--- src/hw/utmc_pkg.sv ---
/*
 * utmc_pkg: register map, field positions, reset values and carrier types
 * for the test-mode and control-endpoint register block.
 * assumes a 32-bit APB master and a same-clock controller core.
 */
package utmc_pkg;
   // byte addresses of the registers
   localparam logic [7:0] ADDR_TEST_MODE   = 8'h00;
   localparam logic [7:0] ADDR_TX_MAXP     = 8'h04;
   localparam logic [7:0] ADDR_EP0_CSR     = 8'h08;
   localparam logic [7:0] ADDR_INT_STATUS  = 8'h0C;
   localparam logic [7:0] ADDR_INT_CLEAR   = 8'h10;
   localparam logic [7:0] ADDR_INT_ENABLE  = 8'h14;
   // test mode control fields
   localparam int TM_SE0_NAK     = 0;
   localparam int TM_DRIVE_J     = 1;
   localparam int TM_DRIVE_K     = 2;
   localparam int TM_TEST_PACKET = 3;
   localparam int TM_HS_OVERRIDE = 4;
   localparam int TM_FS_OVERRIDE = 5;
   localparam int TM_LOOPBACK    = 6;
   localparam int TM_HOST_FORCE  = 7;
   localparam logic [7:0] TEST_MODE_RESET = 8'h00;
   // tx max packet size
   localparam int PAYLOAD_W = 11;
   localparam logic [10:0] PAYLOAD_MAX   = 11'h400;
   localparam logic [10:0] PAYLOAD_RESET = 11'h000;
   // control endpoint status fields
   localparam int CS_RX_PRESENT  = 0;
   localparam int CS_TX_LOADED   = 1;
   localparam int CS_STALL_SENT  = 2;
   localparam int CS_LAST_DATA   = 3;
   localparam int CS_EARLY_END   = 4;
   localparam int CS_STALL_REQ   = 5;
   localparam int CS_RX_ACK      = 6;
   localparam int CS_EARLY_ACK   = 7;
   localparam int CS_FLUSH       = 8;
   // interrupt status fields
   localparam int IRQ_TX_DONE    = 0;
   localparam int IRQ_RX_ARRIVED = 1;
   localparam int IRQ_EARLY_END  = 2;
   localparam int IRQ_STALL_SENT = 3;
   localparam int IRQ_W          = 4;
   localparam logic [3:0] IRQ_RESET = 4'h0;
   // length of the standard test packet in bytes
   localparam logic [5:0] TEST_PACKET_BYTES = 6'h35;

   typedef enum logic [0:0] {SPD_FULL, SPD_HIGH} utmc_speed_type;

   typedef struct packed {
      logic       sessionOn;
      logic       hostDetected;
      logic       busReset;
      logic       hsDetected;
      logic       packetSent;
      logic       packetReceived;
      logic       controlEnded;
      logic       stallSent;
      logic       inToken;
      logic       testByteTaken;
   } utmc_core_in_type;

   typedef struct packed {
      logic       hostRole;
      logic       highSpeed;
      logic       loopbackCopy;
      logic       fifoFlush;
      logic       testPacketOn;
      logic       testPacketRestart;
      logic       driveK;
      logic       driveJ;
      logic       nakAnswer;
      logic       stallHandshake;
      logic [10:0] payloadLimit;
   } utmc_core_out_type;
endpackage

--- src/hw/utmc_test_mode_ctrl.sv ---
/*
 * utmc_test_mode_ctrl: APB register block for the test modes, transmit
 * payload limit and the control endpoint status bits, with interrupts.
 * assumes the core inputs are on clk and event inputs are one-cycle pulses.
 */
// Decided for this implementation: the APB interface to the registers and the address map.
`timescale 1ns/1ps
`default_nettype none
module utmc_test_mode_ctrl
   import utmc_pkg::*;
(
   // clock and reset
   input  wire logic              clk,
   input  wire logic              rst_n,
   // apb slave
   input  wire logic              psel,
   input  wire logic              penable,
   input  wire logic              pwrite,
   input  wire logic [7:0]        paddr,
   input  wire logic [31:0]       pwdata,
   output logic [31:0]            prdata,
   output logic                   pready,
   output logic                   pslverr,
   // controller core
   input  wire utmc_core_in_type  coreIn,
   output utmc_core_out_type      coreOut,
   // interrupt
   output logic                   irq
);
   typedef struct packed {
      logic [7:0]      usb_test_mode_control;
      logic            forcedHost;
      logic            hostRole;
      utmc_speed_type  speed;
      logic [10:0]     payload;
      logic            rxPresent;
      logic            txLoaded;
      logic            stallSentFlag;
      logic            lastData;
      logic            earlyEnd;
      logic            stallReq;
      logic [3:0]      irqStatus;
      logic [3:0]      irqEnable;
      logic            loopbackPulse;
      logic            flushPulse;
      logic            nakPulse;
      logic            restartPulse;
      logic [5:0]      byteCount;
      logic [31:0]     rdata;
   } utmc_state_type;

   utmc_state_type st_r;
   utmc_state_type st_nxt;

   function automatic logic mapped(input logic [7:0] a);
      return a == ADDR_TEST_MODE || a == ADDR_TX_MAXP || a == ADDR_EP0_CSR ||
             a == ADDR_INT_STATUS || a == ADDR_INT_CLEAR || a == ADDR_INT_ENABLE;
   endfunction

   logic wrAcc;
   logic rdSetup;
   logic csrWr;
   logic [31:0] rdVal;

   assign wrAcc   = psel && penable && pwrite && mapped(paddr);
   assign rdSetup = psel && !penable && !pwrite;
   assign csrWr   = wrAcc && paddr == ADDR_EP0_CSR;
   assign pready  = 1'b1;
   assign pslverr = psel && penable && !mapped(paddr);

   always_comb begin
      rdVal = 32'h0000_0000;
      unique case (paddr)
         // loopback bit is write-only, reads as zero
         ADDR_TEST_MODE:  rdVal = {24'h00_0000, st_r.usb_test_mode_control & ~(8'h01 << TM_LOOPBACK)};
         ADDR_TX_MAXP:    rdVal = {21'h00_0000, st_r.payload};
         ADDR_EP0_CSR:    rdVal = {27'h000_0000, st_r.earlyEnd, 1'b0, st_r.stallSentFlag,
                                   st_r.txLoaded, st_r.rxPresent};
         ADDR_INT_STATUS: rdVal = {28'h000_0000, st_r.irqStatus};
         ADDR_INT_ENABLE: rdVal = {28'h000_0000, st_r.irqEnable};
         default:         rdVal = 32'h0000_0000;
      endcase
   end

   always_comb begin
      st_nxt = st_r;
      st_nxt.loopbackPulse = 1'b0;
      st_nxt.flushPulse    = 1'b0;
      st_nxt.nakPulse      = 1'b0;
      st_nxt.restartPulse  = 1'b0;
      if (rdSetup) begin
         st_nxt.rdata = rdVal;
      end

      // register writes
      if (wrAcc && paddr == ADDR_TEST_MODE) begin
         st_nxt.usb_test_mode_control = pwdata[7:0] & ~(8'h01 << TM_LOOPBACK);
         st_nxt.loopbackPulse = pwdata[TM_LOOPBACK];
      end
      if (wrAcc && paddr == ADDR_TX_MAXP) begin
         st_nxt.payload = (pwdata[10:0] > PAYLOAD_MAX) ? PAYLOAD_MAX : pwdata[10:0];
      end
      if (wrAcc && paddr == ADDR_INT_ENABLE) begin
         st_nxt.irqEnable = pwdata[IRQ_W-1:0];
      end

      // host role override, latched for the whole session
      if (!coreIn.sessionOn) begin
         st_nxt.forcedHost = 1'b0;
         st_nxt.hostRole   = 1'b0;
      end else if (st_r.usb_test_mode_control[TM_HOST_FORCE] || st_r.forcedHost) begin
         st_nxt.forcedHost = 1'b1;
         st_nxt.hostRole   = 1'b1;
      end else begin
         st_nxt.hostRole   = coreIn.hostDetected;
      end

      // speed selection
      if (st_r.usb_test_mode_control[TM_SE0_NAK]) begin
         st_nxt.speed = SPD_HIGH;
      end else if (st_r.forcedHost || coreIn.busReset) begin
         if (st_r.usb_test_mode_control[TM_HS_OVERRIDE]) begin
            st_nxt.speed = SPD_HIGH;
         end else if (st_r.usb_test_mode_control[TM_FS_OVERRIDE]) begin
            st_nxt.speed = SPD_FULL;
         end else if (coreIn.busReset && !st_r.forcedHost) begin
            st_nxt.speed = coreIn.hsDetected ? SPD_HIGH : SPD_FULL;
         end
      end

      // NAK every valid IN while in SE0/NAK test
      st_nxt.nakPulse = st_r.usb_test_mode_control[TM_SE0_NAK] && coreIn.inToken;

      // test packet byte counter, restarts the packet every 53 bytes
      if (!st_r.usb_test_mode_control[TM_TEST_PACKET]) begin
         st_nxt.byteCount = 6'h00;
      end else if (coreIn.testByteTaken) begin
         if (st_r.byteCount == TEST_PACKET_BYTES - 6'h01) begin
            st_nxt.byteCount    = 6'h00;
            st_nxt.restartPulse = 1'b1;
         end else begin
            st_nxt.byteCount = st_r.byteCount + 6'h01;
         end
      end

      // control endpoint: clears first, sets after, except the hardware clears of stallReq and lastData, which come last
      if (coreIn.packetSent && st_r.txLoaded) begin
         st_nxt.txLoaded = 1'b0;
      end
      if (csrWr && pwdata[CS_RX_ACK]) begin
         st_nxt.rxPresent = 1'b0;
         if (pwdata[CS_LAST_DATA]) begin
            st_nxt.lastData = 1'b1;
         end
      end
      if (csrWr && pwdata[CS_EARLY_ACK]) begin
         st_nxt.earlyEnd = 1'b0;
      end
      if (csrWr && !pwdata[CS_STALL_SENT]) begin
         st_nxt.stallSentFlag = 1'b0;
      end
      if (csrWr && pwdata[CS_FLUSH] && (st_r.txLoaded || st_r.rxPresent)) begin
         st_nxt.txLoaded   = 1'b0;
         st_nxt.rxPresent  = 1'b0;
         st_nxt.flushPulse = 1'b1;
      end
      if (csrWr && pwdata[CS_TX_LOADED]) begin
         st_nxt.txLoaded = 1'b1;
         if (pwdata[CS_LAST_DATA]) begin
            st_nxt.lastData = 1'b1;
         end
      end
      if (csrWr && pwdata[CS_STALL_REQ]) begin
         st_nxt.stallReq = 1'b1;
      end
      if (coreIn.stallSent && st_r.stallReq) begin
         st_nxt.stallReq      = 1'b0;
         st_nxt.stallSentFlag = 1'b1;
      end
      if (coreIn.controlEnded) begin
         st_nxt.lastData = 1'b0;
         if (!st_r.lastData) begin
            st_nxt.earlyEnd   = 1'b1;
            st_nxt.flushPulse = 1'b1;
         end
      end
      if (coreIn.packetReceived) begin
         st_nxt.rxPresent = 1'b1;
      end

      // interrupt status: clear by write-one, a same-cycle event wins
      if (wrAcc && paddr == ADDR_INT_CLEAR) begin
         st_nxt.irqStatus = st_r.irqStatus & ~pwdata[IRQ_W-1:0];
      end
      if (coreIn.packetSent && st_r.txLoaded) begin
         st_nxt.irqStatus[IRQ_TX_DONE] = 1'b1;
      end
      if (coreIn.packetReceived) begin
         st_nxt.irqStatus[IRQ_RX_ARRIVED] = 1'b1;
      end
      if (coreIn.controlEnded && !st_r.lastData) begin
         st_nxt.irqStatus[IRQ_EARLY_END] = 1'b1;
      end
      if (coreIn.stallSent && st_r.stallReq) begin
         st_nxt.irqStatus[IRQ_STALL_SENT] = 1'b1;
      end
   end

   always_ff @(posedge clk) begin
      if (!rst_n) begin
         st_r <= '{usb_test_mode_control: TEST_MODE_RESET, speed: SPD_FULL, payload: PAYLOAD_RESET,
                   irqStatus: IRQ_RESET, irqEnable: IRQ_RESET, default: '0};
      end else begin
         st_r <= st_nxt;
      end
   end

   assign prdata = st_r.rdata;
   assign irq    = |(st_r.irqStatus & st_r.irqEnable);

   always_comb begin
      coreOut.hostRole          = st_r.hostRole;
      coreOut.highSpeed         = st_r.speed == SPD_HIGH;
      coreOut.loopbackCopy      = st_r.loopbackPulse;
      coreOut.fifoFlush         = st_r.flushPulse;
      coreOut.testPacketOn      = st_r.usb_test_mode_control[TM_TEST_PACKET];
      coreOut.testPacketRestart = st_r.restartPulse;
      coreOut.driveK            = st_r.usb_test_mode_control[TM_DRIVE_K];
      coreOut.driveJ            = st_r.usb_test_mode_control[TM_DRIVE_J];
      coreOut.nakAnswer         = st_r.nakPulse;
      coreOut.stallHandshake    = st_r.stallReq;
      coreOut.payloadLimit      = st_r.payload;
   end
endmodule
`default_nettype wire

--- config.mk ---
export PLATFORM = sky130hd
export DESIGN_NAME = utmc_test_mode_ctrl
export DESIGN_NICKNAME = d
export VERILOG_FILES = /design/src/hw/utmc_pkg.sv /design/src/hw/utmc_test_mode_ctrl.sv
export SDC_FILE = /design/constraint.sdc
export NUM_CORES = 1
export LEC_CHECK = 0
export BUFFER_PORTS_ARGS = -buffer_cell sky130_fd_sc_hd__buf_4
export CORE_ASPECT_RATIO = 0.6
export CORE_MARGIN = 1.5
export CORE_UTILIZATION = 45
export CTS_CLUSTER_DIAMETER = 60
export DETAILED_ROUTE_END_ITERATION = 8
export HOLD_SLACK_MARGIN = 0.08
export PLACE_DENSITY = 0.74
export SLEW_MARGIN = 20
export SYNTH_ARGS = -nofsm -noshare
export SYNTH_HDL_FRONTEND = slang
export SYNTH_SLANG_ARGS = --single-unit
--- constraint.sdc ---
create_clock -name clk -period 1.8 [get_ports clk]
set_clock_uncertainty 0.05 [all_clocks]
set_input_delay 0.27 -clock clk [delete_from_list [all_inputs] [get_ports clk]]
set_output_delay 0.27 -clock clk [all_outputs]
set_load 0.01 [all_outputs]
==> impl_metrics.py, run 1 <==
metrics = {
    "floorplanning": {
        "dieArea_sq_mm": 0.00714,
        "start_util": 0.478,
        "core_sq_mm": 0.00625,
        "rows": 22,
        "pin_count": 111,
        "fp.dieW_um": 108,
        "dieHeight_um": 66.1,
    },
    "logic_synthesis": {
        "yosys.area_share.adder": 0.00839,
        "synth.yosys.warnings": 0,
        "yosys.area_share.xor_xnor": 0.0147,
        "synth_largest_area_cell": "dfxtp_1",
        "synth-compound-area-share": 0.136,
        "synth_top_cells_by_area": "dfxtp_1, buf_4, a21oi_1",
        "seq_area_frac_synth": 0.376,
        "synth_top_area_frac": 0.376,
        "syn-cell-area_sq_mm": 0.00298,
        "ys_seq_elements": 56,
        "synthSimpleGateAreaFrac": 0.239,
        "syn_inst": 357,
        "synth_mux_area_frac": 0.0444,
        "synthFlopType": "dfxtp_1",
        "synth_top_family_by_area": "simple AND/OR/NAND/NOR gates",
        "synth_enable_flop_cells": 0,
        "synth_cell_types": 51,
        "async_flop_share": 0,
        "syn_area_per_cell_sq_um": 8.36,
    },
    "setup_path": {
        "path_common_cell": "buf_4",
        "cp_top_family": "simple AND/OR/NAND/NOR gates",
        "worstSetupPathType": "in2out",
        "critPathMaxStageDelay_ns": 0.45,
        "cp_max_fo": 9,
        "critPathCaptureType": "output pin",
        "cp_num_buf_inv": 2,
        "reg2regPathDepth": 6,
        "r2r_setup_slack_ns": 0.43,
        "cp.arrival_ns": 1.25,
        "crit_chain": "buf_4 -> or3_4 -> nor2_1 -> a21oi_1 -> buf_4",
        "worst_setup_path_start_kind": "input pin",
        "endpoint": "pslverr",
        "timing.rr.end": "st_r[34]",
        "r2r_start": "st_r[32]",
        "cp.depth": 5,
        "worstPathRequired_ns": 1.48,
        "critPathLaunch": "paddr[7]",
        "slowest_stage": "or3_4",
    },
    "routing": {
        "num_vias": 2522,
        "vias_per_cell": 5.22,
        "drtIter0Drc": 145,
        "drtAntennaViolNets": 0,
        "drc": 0,
        "routed_wl_um": 7560,
        "first_pass_iters": 4,
        "wl_per_cell_um": 15.6,
    },
    "final_layout": {
        "final_net_count": 455,
        "drive_gt1_frac": 0.263,
        "area_delta_synth_final_pct": 15.2,
        "antennaDiodeCount": 0,
        "final_area_sq_mm": 0.00344,
        "fin_cells": 483,
        "post-route-util": 0.550,
        "fillers": 604,
    },
    "clock_tree": {
        "cts_tree": "yes",
        "clock_latency_ns": 0.32,
        "numCtsBuffers": 5,
        "cts.sinks": 56,
        "cts_max_level": 2,
        "cts_buffer_depth": 2,
        "post_cts_resize_count": 0,
        "path_clk_slew_ns": 0.10,
        "cts-root-buf": "clkbuf_8",
    },
    "sta": {
        "fmax_mhz": 636,
        "holdWs_ns": 0.110,
        "slew_viol_final": 0,
        "rsz0062_at_grt": "false",
        "period_share": 0.874,
        "finalSetupViolCount": 0,
        "period_minus_slack_ns": 1.57,
        "worst_slack_ns": 0.227,
        "hold_viol": 0,
        "timing.setup.tns_ns": 0,
    },
    "power": {
        "pwr_density_cell_mw_per_mm2": 696,
        "total_power_mw": 2.39,
        "peakVddDrop_mv": 0.322,
        "p_leak_nw": 1.38,
    },
    "global_route": {
        "first_global_vias": 2286,
        "overflow": 0,
        "grt_max_degree": 25,
        "grt_usage": 0.220,
        "grt_pass1_wl_um": 11900,
        "antenna_found_initial": 0,
    },
    "placement": {
        "finalWeightedCongestion": 0.910,
        "pre_cts_slack_ns": -0.0405,
        "dp_cells": 474,
        "portBuffers": 67,
        "hpwlAfterDp_um": 5710,
        "dpl_cell_area_sq_mm": 0.00331,
    },
    "run": {
        "drv_cap": 0,
    },
    "run_status": {
        "status": "completed",
    },
    "min_path": {
        "hp-class": "in2reg",
    },
}
## report_power, final
part           switching, mW  internal, mW  leakage (nW)  total, mW
Clock                  0.426         0.456        0.0614      0.882
Sequential            0.0118          1.25         0.453       1.26
Combinational          0.143         0.103         0.867      0.247
## sequential cells by signal (all words and copies together), names as in the netlist, named ones only
signal,count
coreOut,21
prdata,11
st_r,23
## cell usage after synthesis, types with 2 or more instances
master	instances
dfxtp_1	56
buf_4	54
nand2_1	41
a21oi_1	38
nor2_1	20
nand3_1	15
clkbuf_1	12
nand3b_1	12
o21ai_0	12
mux2i_1	11
inv_1	8
nand4_1	7
a31oi_1	4
nand2b_1	4
nor3_1	4
nor4_1	4
a221oi_1	3
buf_2	3
buf_6	3
o31ai_1	3
xor2_1	3
a22oi_1	2
and3_1	2
and4b_1	2
conb_1	2
ha_1	2
mux2_2	2
nand4b_1	2
nor4_4	2
or3_4	2
xnor2_1	2
## layout make-up
cell class / count / area [sq um] / area share
Timing Repair Buffer: 87 / 656 / 0.191
Clock buffer: 6 / 82.6 / 0.0240
Clock inverter: 2 / 38.8 / 0.0113
Inverter: 9 / 33.8 / 0.00983
Multi-Input combinational cell: 239 / 1400 / 0.408
Sequential cell: 56 / 1120 / 0.326
Tap cell: 84 / 105 / 0.0306
## routing by layer
metal  global-route usage  up-vias  part of all wire
met2                0.317       90              0.41
met4               0.0543        0            0.0070
met5                    0        -                 0
met1                0.336     1183              0.50
met3               0.0384        7             0.082
li1                     -     1242                 -
## worst min-delay path by stage
stage	to	startpoint	cells after the start	slack (ns)
after global placement	prdata[6]	prdata[6]	2	0.39
final	st_r[51]	pwdata[7]	2	0.11
after global routing	st_r[51]	pwdata[7]	2	0.12
after floorplan	flop	coreIn[3]	1	0.30
after CTS	st_r[51]	pwdata[7]	2	0.11
after detailed placement	prdata[10]	prdata[10]	2	0.40
## cells by family (layout without fill, tap and decap cells)
logic type                 after synthesis  count (layout)
AOI/OAI and AO/OA                       70              70
xor gates and xnor gates                 5               5
adders and majority gates                2               2
buffers and inverters                   82             104
DFF                                     56              56
muxes                                   13              13
other                                    2              22
and+or+nand+nor                        127             127
## what timing repair did
item,in CTS,in global routing
hold buffers,1,0
endpoints found under the hold margin,1,0
buffers inserted,0,0
## placed cells by master, fill, tap and decap left out, drive strengths merged, types with 8 or more instances in the layout
cell / Yosys / routed
a21oi: 38 / 38
buf: 61 / 86
conb: 2 / 22
dfxtp: 56 / 56
inv: 8 / 8
mux2i: 11 / 11
nand2: 41 / 41
nand3: 15 / 15
nand3b: 12 / 12
nor2: 20 / 20
o21ai: 12 / 12
Note: power is estimated with default switching activity, not from simulation.
==> run 2, diff against run 1 <==
--- a/config.mk
+++ b/config.mk
@@ -8,11 +8,11 @@
 export BUFFER_PORTS_ARGS = -buffer_cell sky130_fd_sc_hd__buf_4
 export CORE_ASPECT_RATIO = 0.6
 export CORE_MARGIN = 1.5
-export CORE_UTILIZATION = 45
+export CORE_UTILIZATION = 49
 export CTS_CLUSTER_DIAMETER = 60
 export DETAILED_ROUTE_END_ITERATION = 8
 export HOLD_SLACK_MARGIN = 0.08
-export PLACE_DENSITY = 0.74
+export PLACE_DENSITY = 0.87
 export SLEW_MARGIN = 20
 export SYNTH_ARGS = -nofsm -noshare
 export SYNTH_HDL_FRONTEND = slang
==> run 2 against run 1 <==
Against the previous run:
- setup slack worse by 0.11 ns
- critical path type unchanged
- clock power fell by 5.1%
- fmax is 6.5% lower
- sequential power about the same
- global-route usage increased by 0.73 points
- largest cell class unchanged
- critical path depth grew 1
- via count increased by 1.8%
- hold slack improved by 0.017 ns
- die area down 7.9%
- sequential share of layout area hardly changed
- wire length shrank 4.9%
- power is 1.8% lower
==> impl_metrics.py, run 2 (synthesis gave the netlist of run 1 again) <==
metrics = {
    "setup_path": {
        "timing.rr.end": "st_r[35]",
        "worst_setup_path_start_kind": "input pin",
        "cp.arrival_ns": 1.36,
        "reg2regPathDepth": 6,
        "crit_chain": "buf_4 -> or3_4 -> buf_4 -> nor2_1 -> a21oi_1 -> buf_4",
        "r2r_setup_slack_ns": 0.33,
        "slowest_stage": "or3_4",
        "cp_max_fo": 7,
        "path_common_cell": "buf_4",
        "r2r_start": "st_r[32]",
        "worstPathRequired_ns": 1.48,
        "worstSetupPathType": "in2out",
        "critPathCaptureType": "output pin",
        "critPathMaxStageDelay_ns": 0.44,
    },
    "floorplanning": {
        "rows": 21,
        "start_util": 0.521,
        "dieArea_sq_mm": 0.00658,
        "pin_count": 111,
        "fp.dieW_um": 104,
        "core_sq_mm": 0.00573,
        "dieHeight_um": 63.5,
    },
    "sta": {
        "worst_slack_ns": 0.118,
        "fmax_mhz": 594,
        "period_minus_slack_ns": 1.68,
        "holdWs_ns": 0.127,
        "hold_viol": 0,
        "rsz0062_at_grt": "false",
        "finalSetupViolCount": 0,
        "slew_viol_final": 0,
        "period_share": 0.935,
    },
    "final_layout": {
        "largest_register": "st_r",
        "post-route-util": 0.600,
        "area_delta_synth_final_pct": 15.1,
        "final_net_count": 456,
        "antennaDiodeCount": 0,
        "largest_reg_flops": 23,
        "mostFrequentLayoutCells": "buf_4, dfxtp_1, nand2_1, a21oi_1, conb_1",
        "final_common_cell": "buf_4",
        "drive_gt1_frac": 0.265,
    },
    "routing": {
        "m1WireLength_um": 3410,
        "vias_per_cell": 5.35,
        "first_pass_iters": 4,
        "routed_wl_um": 7190,
        "drc": 0,
        "wl_per_cell_um": 15.0,
        "dr.max_layer_used": "met4",
        "num_vias": 2567,
        "dr_wl_met3_um": 651,
        "met2_length_um": 3040,
        "drtIter0Drc": 159,
        "drtAntennaViolNets": 0,
    },
    "clock_tree": {
        "clock_latency_ns": 0.31,
        "cts_hold_buf": 1,
        "numCtsBuffers": 5,
        "cts-root-buf": "clkbuf_8",
        "cts_buffer_depth": 2,
        "postCtsSetupBuffers": 0,
        "post_cts_resize_count": 0,
        "path_clk_slew_ns": 0.10,
        "cts_tree": "yes",
        "cts.sinks": 56,
        "cts_max_level": 2,
    },
    "power": {
        "pwr_density_cell_mw_per_mm2": 684,
        "total_power_mw": 2.35,
        "peakVddDrop_mv": 0.386,
        "p_leak_nw": 1.38,
    },
    "global_route": {
        "grt_max_degree": 20,
        "antenna_found_initial": 0,
        "grt_usage": 0.228,
        "grt_pass1_wl_um": 11800,
        "first_global_vias": 2364,
        "overflow": 0,
    },
    "placement": {
        "portBuffers": 67,
        "pre_cts_slack_ns": -0.0444,
        "hpwlAfterDp_um": 5650,
        "finalWeightedCongestion": 0.887,
    },
    "min_path": {
        "hold_start": "pwdata[7]",
        "min_to": "st_r[51]",
        "hp-class": "in2reg",
        "whs_path_depth": 2,
    },
    "run_status": {
        "status": "completed",
    },
    "run": {
        "drv_cap": 0,
    },
}
run 2: critical path: cells and delay by family:
kind | cells | cell delay, ns
compound gates | 1 | 0.08
buf+inv | 3 | 0.42
simple gates | 2 | 0.58
run 2: worst max path at each step:
stage	start	endpoint	slack, ns
after floorplan	paddr[4]	coreOut[0]	0.11
after global placement	paddr[7]	prdata[1]	-0.02
after detailed placement	paddr[7]	coreOut[4]	-0.04
after CTS	paddr[7]	pslverr	0.12
after global routing	paddr[7]	pslverr	0.06
final	paddr[7]	pslverr	0.12
run 2: final cells by class:
cell class,count,area [sq um]
Clock buffer,5,68.8
Clock inverter,3,47.5
Fill cell,516,2290
Inverter,9,33.8
Multi-Input combinational cell,239,1400
Sequential cell,56,1120
Tap cell,80,100
Timing Repair Buffer,88,663
run 2: power by group:
part	leakage (nW)	internal, mW	switching, mW
Combinational	0.871	0.106	0.146
Sequential	0.453	1.25	0.00797
Clock	0.0583	0.419	0.418
Total	1.38	1.78	0.572
run 2: metal layers:
metal | GRT usage | up-vias
met1 | 0.325 | 1212
li1 | - | 1247
met2 | 0.339 | 98
met4 | 0.0677 | 0
met5 | 0 | -
met3 | 0.0559 | 10
run 2: stage by stage:
step | instance area, sq um | cells | TNS (ns)
after floorplan | 3060 | 377 | 0
final | 3440 | 480 | 0
after CTS | 3440 | 480 | 0
after global placement | 3310 | 471 | -0.0353
after global routing | 3440 | 480 | 0
after detailed placement | 3310 | 471 | -0.344
